===== src/pkg/iep_pkg.sv =====
package iep_pkg;
  // ==========================================================
  // register addresses
  localparam logic [7:0] MAIN_MASK_ADDR = 8'ha8;
  localparam logic [7:0] MAIN_LEVEL_ADDR = 8'hb8;
  localparam logic [7:0] EXT_CFG_ADDR = 8'he4;
  localparam logic [7:0] EXT_MASK1_ADDR = 8'he6;
  localparam logic [7:0] EXT_MASK2_ADDR = 8'he7;
  localparam logic [7:0] EXT_LEVEL1_ADDR = 8'hf6;
  localparam logic [7:0] EXT_LEVEL2_ADDR = 8'hf7;

  // ==========================================================
  // reset values
  localparam logic [7:0] MAIN_MASK_RST = 8'h00;
  localparam logic [7:0] MAIN_LEVEL_RST = 8'h80;
  localparam logic [7:0] EXT_CFG_RST = 8'h01;
  localparam logic [7:0] EXT_MASK1_RST = 8'h00;
  localparam logic [7:0] EXT_MASK2_RST = 8'h00;
  localparam logic [7:0] EXT_LEVEL1_RST = 8'h00;
  localparam logic [7:0] EXT_LEVEL2_RST = 8'h00;

  // ==========================================================
  // field layout
  localparam int GATE_BIT = 7;
  localparam logic [7:0] MAIN_LEVEL_FIXED = 8'h80;
  localparam logic [7:0] EXT_TWO_WMASK = 8'h03;
  localparam int IN1_POL_BIT = 7;
  localparam int IN1_SEL_LSB = 4;
  localparam int IN0_POL_BIT = 3;
  localparam int IN0_SEL_LSB = 0;
  localparam int SEL_W = 3;

  // ==========================================================
  // source numbering, also the fixed arbitration order
  localparam int NUM_SRC = 17;
  localparam int IDX_W = 5;
  localparam int SRC_EXT0 = 0;
  localparam int SRC_T0 = 1;
  localparam int SRC_EXT1 = 2;
  localparam int SRC_T1 = 3;
  localparam int SRC_S0 = 4;
  localparam int SRC_T2 = 5;
  localparam int SRC_SPI = 6;
  localparam int SRC_SMB = 7;
  localparam int SRC_USB = 8;
  localparam int SRC_WIN = 9;
  localparam int SRC_ADC = 10;
  localparam int SRC_PCA = 11;
  localparam int SRC_CP0 = 12;
  localparam int SRC_CP1 = 13;
  localparam int SRC_T3 = 14;
  localparam int SRC_VBUS = 15;
  localparam int SRC_S1 = 16;

  // ==========================================================
  // service nesting state
  typedef enum logic [1:0] {
    IEP_SVC_IDLE,
    IEP_SVC_LOW,
    IEP_SVC_HIGH,
    IEP_SVC_HIGH_OVER_LOW
  } iep_svc_t;
endpackage : iep_pkg


===== src/hw/iep_pin_sync.sv =====
// three-stage synchroniser for the port pins; a change is taken
// only once the second and third stages agree
module iep_pin_sync #(
  parameter int WIDTH = 8
) (
  // clock and reset
  input wire logic ref_clk,
  input wire logic nrst,
  // pins and filtered result
  input wire logic [WIDTH-1:0] pins_async,
  output logic [WIDTH-1:0] pins_stable
);
  import iep_pkg::*;

  // ==========================================================
  // synchroniser stages
  logic [WIDTH-1:0] stage1_reg, stage2_reg, stage3_reg, stable_reg;
  logic [WIDTH-1:0] stable_next;

  // per bit: take the new value only when stages two and three match
  always_comb begin
    for (int i = 0; i < WIDTH; i++) begin
      stable_next[i] = (stage2_reg[i] == stage3_reg[i]) ? stage3_reg[i] : stable_reg[i];
    end
  end

  // stage one feeds stage two only; reset to the pulled-up idle level so
  // releasing reset cannot fake an edge on an idle pin
  always_ff @(posedge ref_clk or negedge nrst) begin
    if (!nrst) begin
      stage1_reg <= '1;
      stage2_reg <= '1;
      stage3_reg <= '1;
      stable_reg <= '1;
    end else begin
      stage1_reg <= pins_async;
      stage2_reg <= stage1_reg;
      stage3_reg <= stage2_reg;
      stable_reg <= stable_next;
    end
  end

  assign pins_stable = stable_reg;
endmodule : iep_pin_sync


===== src/hw/iep_regs.sv =====
module iep_regs #(
  parameter int PIN_COUNT = 8
) (
  // clock and reset
  input wire logic ref_clk,
  input wire logic nrst,
  // special function register access
  input wire logic sfr_wr_en,
  input wire logic sfr_rd_en,
  input wire logic [7:0] sfr_addr,
  input wire logic [7:0] sfr_wdata,
  input wire logic bit_wr_en,
  input wire logic [7:0] bit_addr,
  input wire logic bit_wdata,
  output logic [7:0] sfr_rdata,
  // core service handshake
  input wire logic vector_ack,
  input wire logic reti_done,
  output logic irq_req,
  output logic irq_high,
  output logic [iep_pkg::IDX_W-1:0] irq_index,
  output logic [iep_pkg::NUM_SRC-1:0] src_request,
  // external inputs
  input wire logic [PIN_COUNT-1:0] port0_pins,
  input wire logic [1:0] ext_edge_mode,
  output logic [1:0] ext_pending,
  // peripheral flags
  input wire logic timer0_overflow,
  input wire logic timer1_overflow,
  input wire logic [1:0] serial0_flags,
  input wire logic timer2_low_overflow,
  input wire logic timer2_high_overflow,
  input wire logic [3:0] spi_flags,
  input wire logic smbus_flag,
  input wire logic usb_flag,
  input wire logic window_compare_flag,
  input wire logic conversion_done_flag,
  input wire logic counter_array_flag,
  input wire logic comparator0_rising_flag,
  input wire logic comparator0_falling_flag,
  input wire logic comparator1_rising_flag,
  input wire logic comparator1_falling_flag,
  input wire logic timer3_low_overflow,
  input wire logic timer3_high_overflow,
  input wire logic bus_voltage_flag,
  input wire logic [1:0] serial1_flags
);
  import iep_pkg::*;

  // ==========================================================
  // elaboration check: pin select is three bits wide
  if (PIN_COUNT != 8) begin : g_bad_pins
    $error("iep_regs: PIN_COUNT must be 8");
  end

  // lowest set index wins, which is the fixed order
  function automatic logic [IDX_W-1:0] first_set(input logic [NUM_SRC-1:0] v);
    logic [IDX_W-1:0] idx;
    idx = '0;
    for (int i = NUM_SRC - 1; i >= 0; i--) begin
      if (v[i]) idx = IDX_W'(i);
    end
    return idx;
  endfunction : first_set

  // bit writes address eight consecutive bits of one register
  function automatic logic bit_hits(input logic [7:0] badr, input logic [7:0] base);
    return badr[7:3] == base[7:3];
  endfunction : bit_hits

  // ==========================================================
  // register file
  logic [7:0] main_irq_mask_reg, main_irq_mask_next;
  logic [7:0] main_irq_level_reg, main_irq_level_next;
  logic [7:0] ext_input_config_reg, ext_input_config_next;
  logic [7:0] extended_mask_one_reg, extended_mask_one_next;
  logic [7:0] extended_mask_two_reg, extended_mask_two_next;
  logic [7:0] extended_level_one_reg, extended_level_one_next;
  logic [7:0] extended_level_two_reg, extended_level_two_next;
  logic [7:0] sfr_rdata_reg, sfr_rdata_next;

  // byte writes, then single-bit writes on the bit-addressable pair
  always_comb begin
    main_irq_mask_next = main_irq_mask_reg;
    main_irq_level_next = main_irq_level_reg;
    ext_input_config_next = ext_input_config_reg;
    extended_mask_one_next = extended_mask_one_reg;
    extended_mask_two_next = extended_mask_two_reg;
    extended_level_one_next = extended_level_one_reg;
    extended_level_two_next = extended_level_two_reg;
    if (sfr_wr_en) begin
      case (sfr_addr)
        MAIN_MASK_ADDR: main_irq_mask_next = sfr_wdata;
        MAIN_LEVEL_ADDR: main_irq_level_next = sfr_wdata | MAIN_LEVEL_FIXED;
        EXT_CFG_ADDR: ext_input_config_next = sfr_wdata;
        EXT_MASK1_ADDR: extended_mask_one_next = sfr_wdata;
        EXT_MASK2_ADDR: extended_mask_two_next = sfr_wdata & EXT_TWO_WMASK;
        EXT_LEVEL1_ADDR: extended_level_one_next = sfr_wdata;
        EXT_LEVEL2_ADDR: extended_level_two_next = sfr_wdata & EXT_TWO_WMASK;
        default: ;
      endcase
    end
    if (bit_wr_en && bit_hits(bit_addr, MAIN_MASK_ADDR)) begin
      main_irq_mask_next[bit_addr[2:0]] = bit_wdata;
    end
    if (bit_wr_en && bit_hits(bit_addr, MAIN_LEVEL_ADDR) && (bit_addr[2:0] != 3'(GATE_BIT))) begin
      main_irq_level_next[bit_addr[2:0]] = bit_wdata;
    end
  end

  // read data, unmapped addresses return zero
  always_comb begin
    sfr_rdata_next = sfr_rdata_reg;
    if (sfr_rd_en) begin
      case (sfr_addr)
        MAIN_MASK_ADDR: sfr_rdata_next = main_irq_mask_reg;
        MAIN_LEVEL_ADDR: sfr_rdata_next = main_irq_level_reg;
        EXT_CFG_ADDR: sfr_rdata_next = ext_input_config_reg;
        EXT_MASK1_ADDR: sfr_rdata_next = extended_mask_one_reg;
        EXT_MASK2_ADDR: sfr_rdata_next = extended_mask_two_reg;
        EXT_LEVEL1_ADDR: sfr_rdata_next = extended_level_one_reg;
        EXT_LEVEL2_ADDR: sfr_rdata_next = extended_level_two_reg;
        default: sfr_rdata_next = 8'h00;
      endcase
    end
  end

  // registers reset to their documented values; every level starts low
  always_ff @(posedge ref_clk or negedge nrst) begin
    if (!nrst) begin
      main_irq_mask_reg <= MAIN_MASK_RST;
      main_irq_level_reg <= MAIN_LEVEL_RST;
      ext_input_config_reg <= EXT_CFG_RST;
      extended_mask_one_reg <= EXT_MASK1_RST;
      extended_mask_two_reg <= EXT_MASK2_RST;
      extended_level_one_reg <= EXT_LEVEL1_RST;
      extended_level_two_reg <= EXT_LEVEL2_RST;
      sfr_rdata_reg <= 8'h00;
    end else begin
      main_irq_mask_reg <= main_irq_mask_next;
      main_irq_level_reg <= main_irq_level_next;
      ext_input_config_reg <= ext_input_config_next;
      extended_mask_one_reg <= extended_mask_one_next;
      extended_mask_two_reg <= extended_mask_two_next;
      extended_level_one_reg <= extended_level_one_next;
      extended_level_two_reg <= extended_level_two_next;
      sfr_rdata_reg <= sfr_rdata_next;
    end
  end

  // ==========================================================
  // external inputs: watch-only taps on port 0, never driven
  logic [PIN_COUNT-1:0] pins_stable;
  logic [1:0] ext_active, ext_edge;
  logic [1:0] ext_active_prev_reg, ext_active_prev_next;
  logic [1:0] ext_flag_reg, ext_flag_next;

  iep_pin_sync #(
    .WIDTH(PIN_COUNT)
  ) u_pin_sync (
    .ref_clk(ref_clk),
    .nrst(nrst),
    .pins_async(port0_pins),
    .pins_stable(pins_stable)
  );

  // pin select then polarity; a select change may fake one edge
  always_comb begin
    ext_active[0] = pins_stable[ext_input_config_reg[IN0_SEL_LSB +: SEL_W]]
                    ~^ ext_input_config_reg[IN0_POL_BIT];
    ext_active[1] = pins_stable[ext_input_config_reg[IN1_SEL_LSB +: SEL_W]]
                    ~^ ext_input_config_reg[IN1_POL_BIT];
    ext_edge = ext_active & ~ext_active_prev_reg;
    ext_active_prev_next = ext_active;
  end

  // ==========================================================
  // gating and arbitration
  logic [NUM_SRC-1:0] raw_flags, src_mask, src_level, gated, cand_high, cand_low;
  logic [NUM_SRC-1:0] src_request_reg, src_request_next;
  logic irq_req_reg, irq_req_next;
  logic irq_high_reg, irq_high_next;
  logic [IDX_W-1:0] irq_index_reg, irq_index_next;
  iep_svc_t svc_reg, svc_next;

  // per-source pending terms
  always_comb begin
    raw_flags[SRC_EXT0] = ext_flag_reg[0];
    raw_flags[SRC_T0] = timer0_overflow;
    raw_flags[SRC_EXT1] = ext_flag_reg[1];
    raw_flags[SRC_T1] = timer1_overflow;
    raw_flags[SRC_S0] = |serial0_flags;
    raw_flags[SRC_T2] = timer2_low_overflow | timer2_high_overflow;
    raw_flags[SRC_SPI] = |spi_flags;
    raw_flags[SRC_SMB] = smbus_flag;
    raw_flags[SRC_USB] = usb_flag;
    raw_flags[SRC_WIN] = window_compare_flag;
    raw_flags[SRC_ADC] = conversion_done_flag;
    raw_flags[SRC_PCA] = counter_array_flag;
    raw_flags[SRC_CP0] = comparator0_rising_flag | comparator0_falling_flag;
    raw_flags[SRC_CP1] = comparator1_rising_flag | comparator1_falling_flag;
    raw_flags[SRC_T3] = timer3_low_overflow | timer3_high_overflow;
    raw_flags[SRC_VBUS] = bus_voltage_flag;
    raw_flags[SRC_S1] = |serial1_flags;
    src_mask = {extended_mask_two_reg[1:0], extended_mask_one_reg, main_irq_mask_reg[6:0]};
    src_level = {extended_level_two_reg[1:0], extended_level_one_reg, main_irq_level_reg[6:0]};
    gated = raw_flags & src_mask & {NUM_SRC{main_irq_mask_reg[GATE_BIT]}};
    cand_high = gated & src_level;
    cand_low = gated & ~src_level;
    src_request_next = gated;
  end

  // nesting: high may interrupt low, nothing interrupts high
  always_comb begin
    svc_next = svc_reg;
    if (vector_ack && irq_req_reg) begin
      case (svc_reg)
        IEP_SVC_IDLE: svc_next = irq_high_reg ? IEP_SVC_HIGH : IEP_SVC_LOW;
        IEP_SVC_LOW: svc_next = irq_high_reg ? IEP_SVC_HIGH_OVER_LOW : IEP_SVC_LOW;
        default: svc_next = svc_reg;
      endcase
    end else if (reti_done) begin
      case (svc_reg)
        IEP_SVC_HIGH_OVER_LOW: svc_next = IEP_SVC_LOW;
        IEP_SVC_HIGH: svc_next = IEP_SVC_IDLE;
        IEP_SVC_LOW: svc_next = IEP_SVC_IDLE;
        default: svc_next = IEP_SVC_IDLE;
      endcase
    end
    // request is judged against the state the core will be in next
    irq_req_next = 1'b0;
    irq_high_next = 1'b0;
    irq_index_next = '0;
    if (svc_next != IEP_SVC_HIGH && svc_next != IEP_SVC_HIGH_OVER_LOW) begin
      if (|cand_high) begin
        irq_req_next = 1'b1;
        irq_high_next = 1'b1;
        irq_index_next = first_set(cand_high);
      end else if (svc_next == IEP_SVC_IDLE && |cand_low) begin
        irq_req_next = 1'b1;
        irq_index_next = first_set(cand_low);
      end
    end
  end

  // edge flags: set wins over the vectoring clear; level mode follows the input
  always_comb begin
    for (int k = 0; k < 2; k++) begin
      if (ext_edge_mode[k]) begin
        ext_flag_next[k] = ext_flag_reg[k];
        if (vector_ack && irq_req_reg && irq_index_reg == IDX_W'(k == 0 ? SRC_EXT0 : SRC_EXT1)) begin
          ext_flag_next[k] = 1'b0;
        end
        if (ext_edge[k]) ext_flag_next[k] = 1'b1;
      end else begin
        ext_flag_next[k] = ext_active[k];
      end
    end
  end

  // state and output registers
  always_ff @(posedge ref_clk or negedge nrst) begin
    if (!nrst) begin
      ext_active_prev_reg <= 2'h0;
      ext_flag_reg <= 2'h0;
      src_request_reg <= '0;
      irq_req_reg <= 1'b0;
      irq_high_reg <= 1'b0;
      irq_index_reg <= '0;
      svc_reg <= IEP_SVC_IDLE;
    end else begin
      ext_active_prev_reg <= ext_active_prev_next;
      ext_flag_reg <= ext_flag_next;
      src_request_reg <= src_request_next;
      irq_req_reg <= irq_req_next;
      irq_high_reg <= irq_high_next;
      irq_index_reg <= irq_index_next;
      svc_reg <= svc_next;
    end
  end

  assign sfr_rdata = sfr_rdata_reg;
  assign irq_req = irq_req_reg;
  assign irq_high = irq_high_reg;
  assign irq_index = irq_index_reg;
  assign src_request = src_request_reg;
  assign ext_pending = ext_flag_reg;

  // ==========================================================
  // assertions
  property p_gate_off;
    @(posedge ref_clk) disable iff (!nrst)
    !main_irq_mask_reg[GATE_BIT] |=> !irq_req_reg && (src_request_reg == '0);
  endproperty
  a_gate_off: assert property (p_gate_off) else $error("request with global gate clear");

  property p_timer1;
    @(posedge ref_clk) disable iff (!nrst)
    timer1_overflow && main_irq_mask_reg[GATE_BIT] |->
      ##1 (src_request_reg[SRC_T1] == $past(main_irq_mask_reg[SRC_T1]));
  endproperty
  a_timer1: assert property (p_timer1) else $error("timer1 request not following its mask");

  property p_timer2;
    @(posedge ref_clk) disable iff (!nrst)
    (timer2_low_overflow ^ timer2_high_overflow) && main_irq_mask_reg[GATE_BIT] && main_irq_mask_reg[SRC_T2]
      |=> src_request_reg[SRC_T2];
  endproperty
  a_timer2: assert property (p_timer2) else $error("timer2 single flag not passed");

  property p_timer3;
    @(posedge ref_clk) disable iff (!nrst)
    timer3_high_overflow && main_irq_mask_reg[GATE_BIT] && extended_mask_one_reg[7] |=> src_request_reg[SRC_T3];
  endproperty
  a_timer3: assert property (p_timer3) else $error("timer3 high flag not passed");

  property p_cmp_fall;
    @(posedge ref_clk) disable iff (!nrst)
    comparator1_falling_flag && main_irq_mask_reg[GATE_BIT] && extended_mask_one_reg[6] |=> src_request_reg[SRC_CP1];
  endproperty
  a_cmp_fall: assert property (p_cmp_fall) else $error("comparator falling flag not passed");

  property p_conv_window;
    @(posedge ref_clk) disable iff (!nrst)
    window_compare_flag && !extended_mask_one_reg[3] && extended_mask_one_reg[2] && main_irq_mask_reg[GATE_BIT]
      |=> src_request_reg[SRC_WIN] && !src_request_reg[SRC_ADC];
  endproperty
  a_conv_window: assert property (p_conv_window) else $error("window and conversion masks coupled");

  property p_two_unused;
    @(posedge ref_clk) disable iff (!nrst)
    extended_mask_two_reg[7:2] == 6'h00 && extended_level_two_reg[7:2] == 6'h00 && main_irq_level_reg[GATE_BIT];
  endproperty
  a_two_unused: assert property (p_two_unused) else $error("unused bits changed");

  property p_high_wins;
    @(posedge ref_clk) disable iff (!nrst)
    svc_reg == IEP_SVC_LOW && !vector_ack && !reti_done && (|cand_high) |=> irq_req_reg && irq_high_reg;
  endproperty
  a_high_wins: assert property (p_high_wins) else $error("high request did not preempt low");

  property p_no_preempt_high;
    @(posedge ref_clk) disable iff (!nrst)
    svc_reg == IEP_SVC_HIGH && !reti_done |=> !irq_req_reg;
  endproperty
  a_no_preempt_high: assert property (p_no_preempt_high) else $error("high service preempted");

  property p_edge_clear;
    @(posedge ref_clk) disable iff (!nrst)
    vector_ack && irq_req_reg && irq_index_reg == IDX_W'(SRC_EXT0) && ext_edge_mode[0] && !ext_edge[0]
      |=> !ext_flag_reg[0];
  endproperty
  a_edge_clear: assert property (p_edge_clear) else $error("edge flag not cleared on vectoring");
endmodule : iep_regs


===== config.mk =====
export PLATFORM = sky130hd
export DESIGN_NAME = iep_regs
export DESIGN_NICKNAME = d
export VERILOG_FILES = /design/src/pkg/iep_pkg.sv /design/src/hw/iep_pin_sync.sv /design/src/hw/iep_regs.sv
export SDC_FILE = /design/constraint.sdc
export NUM_CORES = 1
export LEC_CHECK = 0
export BUFFER_PORTS_ARGS = -buffer_cell sky130_fd_sc_hd__buf_4
export CAP_MARGIN = 15
export CELL_PAD_IN_SITES_DETAIL_PLACEMENT = 0
export CELL_PAD_IN_SITES_GLOBAL_PLACEMENT = 1
export CORE_ASPECT_RATIO = 0.5
export CORE_MARGIN = 2
export CORE_UTILIZATION = 25
export CTS_CLUSTER_DIAMETER = 30
export CTS_CLUSTER_SIZE = 25
export DETAILED_ROUTE_END_ITERATION = 7
export GPL_TIMING_DRIVEN = 0
export PLACE_DENSITY_LB_ADDON = 0.1
export SYNTH_ARGS = -nofsm -noshare
export SYNTH_HDL_FRONTEND = slang
export SYNTH_SLANG_ARGS = --single-unit

===== constraint.sdc =====
create_clock -name ref_clk -period 5.5 [get_ports ref_clk]
set_input_delay 0.275 -clock ref_clk [delete_from_list [all_inputs] [get_ports ref_clk]]
set_output_delay 0.275 -clock ref_clk [all_outputs]
set_load 0.05 [all_outputs]

======== Word-level counts from Yosys, hierarchy flattened ========
Cells that the tools add are included.
operators by class
  magnitude comparators ................... 4
  equal/unequal tests ..................... 25
  muxes and demuxes ....................... 69
  bitwise logic cells ..................... 13
  reductions and logical operators ........ 22
operators with widths
  operator              number
  $mux W5               37
  $and A17 B17 Y17      4
  $eq A8 B8 Y1 const B  7
  $pmux W8 S7           1
  $mux W8               6
  $reduce_or A17 Y1     2
  $not A17 Y17          1
  $bwmux W8             2
  $mux W1               15
  $lt A3 B4 Y1 const B  3
  $eq A5 B5 Y1 const B  2
  $reduce_and A2 Y1     5
  $logic_and A1 B1 Y1   9
  $eq A1 B1 Y1          8
  $mux W2               4
  $bmux W1 S3           2
  $ne A3 B1 Y1 const B  2
  $eq A5 B2 Y1 const B  1
  $logic_not A5 Y1      1
  $logic_not A2 Y1      2
  $ne A2 B2 Y1 const B  2
  $or A1 B1 Y1          4
  $pmux W2 S2           1
  $reduce_or A2 Y1      2
  9 further kinds       10
word-level totals
  flip-flop bits (word level) ............. 114
  input port bits ......................... 66
  output and inout port bits .............. 34
  word-level logic and storage cells ...... 160

======== Longest topological paths before layout ========
  word-level depth ........................ 24
  gate-level depth with buffers ........... 8
  depth with buffers taken out ............ 6

======== Modules after synthesis ========
A second synthesis with hierarchy kept.
unflattened totals
  cells, all modules ...................... 454
  area total of the unflattened synthesis .. 5,382.7 sq um
by module, submodules not included
  module        instances  cells an instance  area an instance (sq um)  seq. area each (sq um)
  iep_regs      1          414                4,451.8                   2,054.5
  iep_pin_sync  1          40                 930.9                     840.8

======== Worst setup path after synthesis ========
Ideal clock, no wire load.
  kind .................................... input port to flip-flop
  start ................................... in sfr_addr[1]
  end ..................................... reg main_irq_mask_reg[0]
  library setup time ...................... 125 ps
  arrival time ............................ 2,015 ps
  required time ........................... 5,375 ps
  slack ................................... 3,360 ps
  cell stages on the path ................. 7
  path buffers ............................ 1
  path through ............................ nor4b_1 -> nand3_1 -> nor3_2 -> and2_1 -> buf_2 -> mux2_2 -> mux2_2
between the ends
  cells in the longest elaborated chain, start to end .. 5
ends and longest elaborated chain
  item                       line             text
  from (decl)                iep_regs.sv:10   input wire logic [7:0] sfr_addr,
  $eq A8 B8 Y1 *             iep_regs.sv:92   case (sfr_addr)
  $mux W8 *                  iep_regs.sv:92
  $mux W8 *                  iep_regs.sv:91   if (sfr_wr_en) begin
  $bwmux W8                  iep_regs.sv:104  main_irq_mask_next[bit_addr[2:0]] = bit_wdata;
  $mux W8 *                  iep_regs.sv:103  if (bit_wr_en && bit_hits(bit_addr, MAIN_MASK_ADDR)) begin
  via main_irq_mask_next[0]  iep_regs.sv:73   logic [7:0] main_irq_mask_reg, main_irq_mask_next;
  to (signal assigned)       iep_regs.sv:140  main_irq_mask_reg <= main_irq_mask_next;
  to (decl)                  iep_regs.sv:73
Mark *: on every way through the listed nets, which the timed path passes. The rest lies on a longest branch.
A chain may end at the register's enable or synchronous reset.

======== Worst setup path in the final report ========
  start ................................... reg main_irq_mask_reg[7]
  end ..................................... reg irq_index_reg[1] (netlist: irq_index[1])
between the ends
  cells in the longest elaborated chain, start to end .. 21
  elaborated cells between the ends (all ways) .. 41
  those cells by class .................... mux: 35; bitwise: 3; reduce/logical: 3
ends and longest elaborated chain
  item                    line             text
  $and A17 B17 Y17 *      iep_regs.sv:207  gated = raw_flags & src_mask & {NUM_SRC{main_irq_mask_reg[GATE_BIT]}};
  $and A17 B17 Y17        iep_regs.sv:209  cand_low = gated & ~src_level;
  $mux W5 (16 in series)  iep_regs.sv:61   if (v[i]) idx = IDX_W'(i);
  $mux W5                 iep_regs.sv:239  end else if (svc_next == IEP_SVC_IDLE && |cand_low) begin
  $mux W5 *               iep_regs.sv:235  if (|cand_high) begin
  $mux W5 *               iep_regs.sv:234  if (svc_next != IEP_SVC_HIGH && svc_next != IEP_SVC_HIGH_OVER_LOW) begin
  via irq_index_next[1]   iep_regs.sv:183  logic [IDX_W-1:0] irq_index_reg, irq_index_next;
  to (signal assigned)    iep_regs.sv:277  irq_index_reg <= irq_index_next;
  to (decl)               iep_regs.sv:183
Marks and branches as above.

==> impl_metrics.csv <==
group,metric,value,unit
clock_tree,cts_max_level,4,
logic_synthesis,ys_seq_elements,114,
logic_synthesis,yosys_warnings,0,
detailed_routing,viasPerCell,4.844,
worst_setup_path,regToRegStartpoint,"main_irq_mask_reg[7]$_DFF_PN0_",
clock_tree,cts_tree,"done",
power,ir_drop,219.1,uV
power,p_leak,3.294,nW
timing,tns,0,ns
logic_synthesis,synth_area_leaders,"dfrtp_1 37%, dfstp_2 17%, mux2_2 8.2%",
placement,portBuffers,96,
timing,hold_violations,0,
worst_setup_path,r2r_end,"irq_index[1]$_DFF_PN0_",
global_routing,grt_pass1_wl,26520,um
logic_synthesis,ys.flop_type,"dfrtp_1",
timing,finalMaxSlewViolations,0,
detailed_routing,drt_drc_violations_left,0,
worst_setup_path,r2r_setup_slack,2.91,ns
worst_hold_path,hold_path_class,"primary input to register",
final_layout,final_area,7159,sq um
worst_setup_path,critical_path.max_stage_delay,0.48,ns
logic_synthesis,synth_edf_count,0,
global_routing,antenna_found_initial,1,
die,core,20740,sq um
worst_hold_path,min-delay-start,"ext_edge_mode[0]",
job,drv_cap,0,
detailed_routing,routed-wl-met2,7596,um
logic_synthesis,syn-cell-area,5345,sq um
die,initial_core_util,25.77,%
timing,fin_skew,0.01258,ns
clock_tree,clkSinkCount,114,
worst_setup_path,path_max_fanout,10,
worst_setup_path,critical_path.top_delay_family,"simple AND/OR/NAND/NOR gates",
detailed_routing,num_vias,4205,
placement,dp_cells,826,
clock_tree,ctsResizeCount,0,
clock_tree,clockBufferDepth,2,
clock_tree,cts_made_buffers,17,
detailed_routing,wl_met3,648,um
timing,fin_crit_sh,47.08,%
final_layout,layout_commonest_cell,"buf_4",
placement,placed_area,6439,sq um
clock_tree,cts_root_buf,"clkbuf_16",
detailed_routing,drtIter0Drc,285,
power,p_total,2.339,mW
global_routing,grt_max_degree,76,
timing,max_clock_freq,386.2,MHz
worst_setup_path,reg2regPathDepth,7,
timing,fin_ws,2.911,ns
timing,worst_hold_slack,0.1279,ns
placement,place_ws,2.770,ns
power,powerDensity,326.6,nW/um^2
worst_setup_path,critPathBufInv,1,
global_routing,grt_pass1_vias,4249,
worst_setup_path,path_cells,"clkbuf_1 -> nand4b_1 -> o21ai_0 -> nor4_1 -> nand2_1 -> o311ai_1 -> o22ai_1",
status,outcome,"finished clean",
final_layout,nets,647,
worst_setup_path,required,5.76,ns
detailed_routing,top_layer_used,"met4",
detailed_routing,wire_per_inst,20.29,um
worst_setup_path,cpMaxStageDelayCell,"nor4_1",
timing,setup_viol,0,
global_routing,grt_util_all_layers,16.35,%
die,io_pins,100,
worst_setup_path,critPathCaptureType,"register",
worst_setup_path,crit_type,"register to register",
final_layout,largest_reg_flops,17,
detailed_routing,wl_met1,9144,um
detailed_routing,first_pass_iters,5,
timing,slew_headroom,34.21,%
worst_setup_path,cp-start-kind,"register",
logic_synthesis,ys_seq_area_share,54.17,%
logic_synthesis,postSynthCellCount,456,
final_layout,utilization,34.52,%
worst_setup_path,arrival,2.85,ns
logic_synthesis,synth.distinct_cells,63,
timing,rsz0062_at_grt,"false",
worst_hold_path,worstHoldPathCells,4,
logic_synthesis,avgSynthCellArea,11.72,sq um
logic_synthesis,async_flop_share,100.0,%
final_layout,area_growth,33.94,%
final_layout,fin_cells,868,
timing,min_period,2.589,ns
logic_synthesis,syn_nets,522,
timing,worst_pin_slew,0.9785,ns
logic_synthesis,yosys.area.top_type,"dfrtp_1",
detailed_routing,antenna_left,0,
die,die_w,210.8,um
logic_synthesis,synth_top_area_share,37.45,%
die,die_h,107.4,um
placement,gp_congestion,0.8066,
die,dieArea,22640,sq um
clock_tree,path_clk_slew,0.06,ns
placement,hpwl,13350,um
die,rows,37,
global_routing,grt.overflow.total,0,
final_layout,drive_above_1_share,37.21,%
clock_tree,worstSkewPairLatency,0.42,ns
final_layout,mostFrequentLayoutCells,"95 x buf_4, 80 x dfrtp_1, 39 x mux2_2, 34 x dfstp_2, 32 x nand2_1",
worst_hold_path,whs_endpoint,"ext_pending[0]$_DFFE_PN0P_",
detailed_routing,wirelength,17610,um
==> repair_timing <==
action,in CTS,in global routing
setup buffers,0,0
hold buffers,9,0
endpoints found under the hold margin,19,0
==> worst max-delay path by stage <==
stage / slack (ns) / startpoint / to / depth (start not counted)
floorplan: 3.36 / sfr_addr[1] / main_irq_mask_reg[0]$_DFF_PN0_ / 7
global placement: 2.81 / sfr_addr[1] / main_irq_mask_reg[7]$_DFF_PN0_ / 8
detailed placement: 2.77 / sfr_addr[1] / main_irq_mask_reg[1]$_DFF_PN0_ / 8
CTS: 2.89 / main_irq_mask_reg[7]$_DFF_PN0_ / irq_index[1]$_DFF_PN0_ / 7
global route: 2.66 / main_irq_mask_reg[7]$_DFF_PN0_ / irq_index[0]$_DFF_PN0_ / 7
finish: 2.91 / main_irq_mask_reg[7]$_DFF_PN0_ / irq_index[1]$_DFF_PN0_ / 7
==> worst register-to-register path, delay by kind of cell, from the launching register on <==
family | cells | cell delay [ns]
AND/OR/NAND/NOR | 3 | 0.93
buffers and inverters | 1 | 0.28
flip-flops | 1 | 0.38
AO/OA/AOI/OAI | 3 | 0.84
==> synthesized netlist by cell type (2+ instances only) <==
library cell	instances
a211oi_1	3
a21boi_0	6
a21oi_1	8
a221oi_1	2
a222oi_1	6
a22o_1	7
a311oi_1	3
a31oi_1	4
and2_1	3
and3_1	10
buf_2	6
clkbuf_1	7
dfrtp_1	80
dfstp_2	34
inv_1	20
maj3_1	8
mux2_1	6
mux2_2	39
mux2i_1	10
mux4_2	4
nand2_1	32
nand2b_1	5
nand3_1	12
nand4_1	12
nand4b_1	6
nor2_1	22
nor2b_1	8
nor3_1	11
nor4_1	5
o2111ai_1	6
o211ai_1	8
o21ai_0	13
o22ai_1	10
o31a_1	6
o31ai_1	4
o32ai_1	2
xor2_1	2
==> cell type report <==
type,count,area [sq um]
fill,2106,13580
clock buffer,20,446.7
clock inverter,12,181.4
timing repair buffer,106,842.1
multi-input combinational,307,2311
inverter,21,78.83
antenna,1,2.502
buffer,14,60.06
tap,273,341.6
sequential,114,2895
==> power breakdown <==
part | leakage, nW | switching, mW | internal, mW
sequential | 1.45 | 0.0547 | 0.896
combinational | 1.55 | 0.113 | 0.0914
clock | 0.293 | 0.412 | 0.771
total | 3.29 | 0.580 | 1.76
==> per-layer routing <==
layer / vias to the layer above / track usage [%]
met5: - / 0
li1: 1993 / -
met1: 2116 / 24.14
met4: 0 / 5.785
met3: 16 / 3.384
met2: 80 / 23.43
==> cells by family (layout without fill, tap and decap cells) <==
group | count (synthesis) | in the layout | synth area share (%)
AND/OR/NAND/NOR | 142 | 142 | 14.93
buffers and inverters | 35 | 173 | 2.598
adder cells (fa/ha/maj) | 8 | 8 | 1.498
flip-flops | 114 | 114 | 54.17
multiplexers | 59 | 59 | 13.04
XOR/XNOR | 2 | 2 | 0.3278
other | 0 | 1 | 0
AO/OA/AOI/OAI | 96 | 96 | 13.44
No activity file was read; power rests on OpenSTA's default activity.
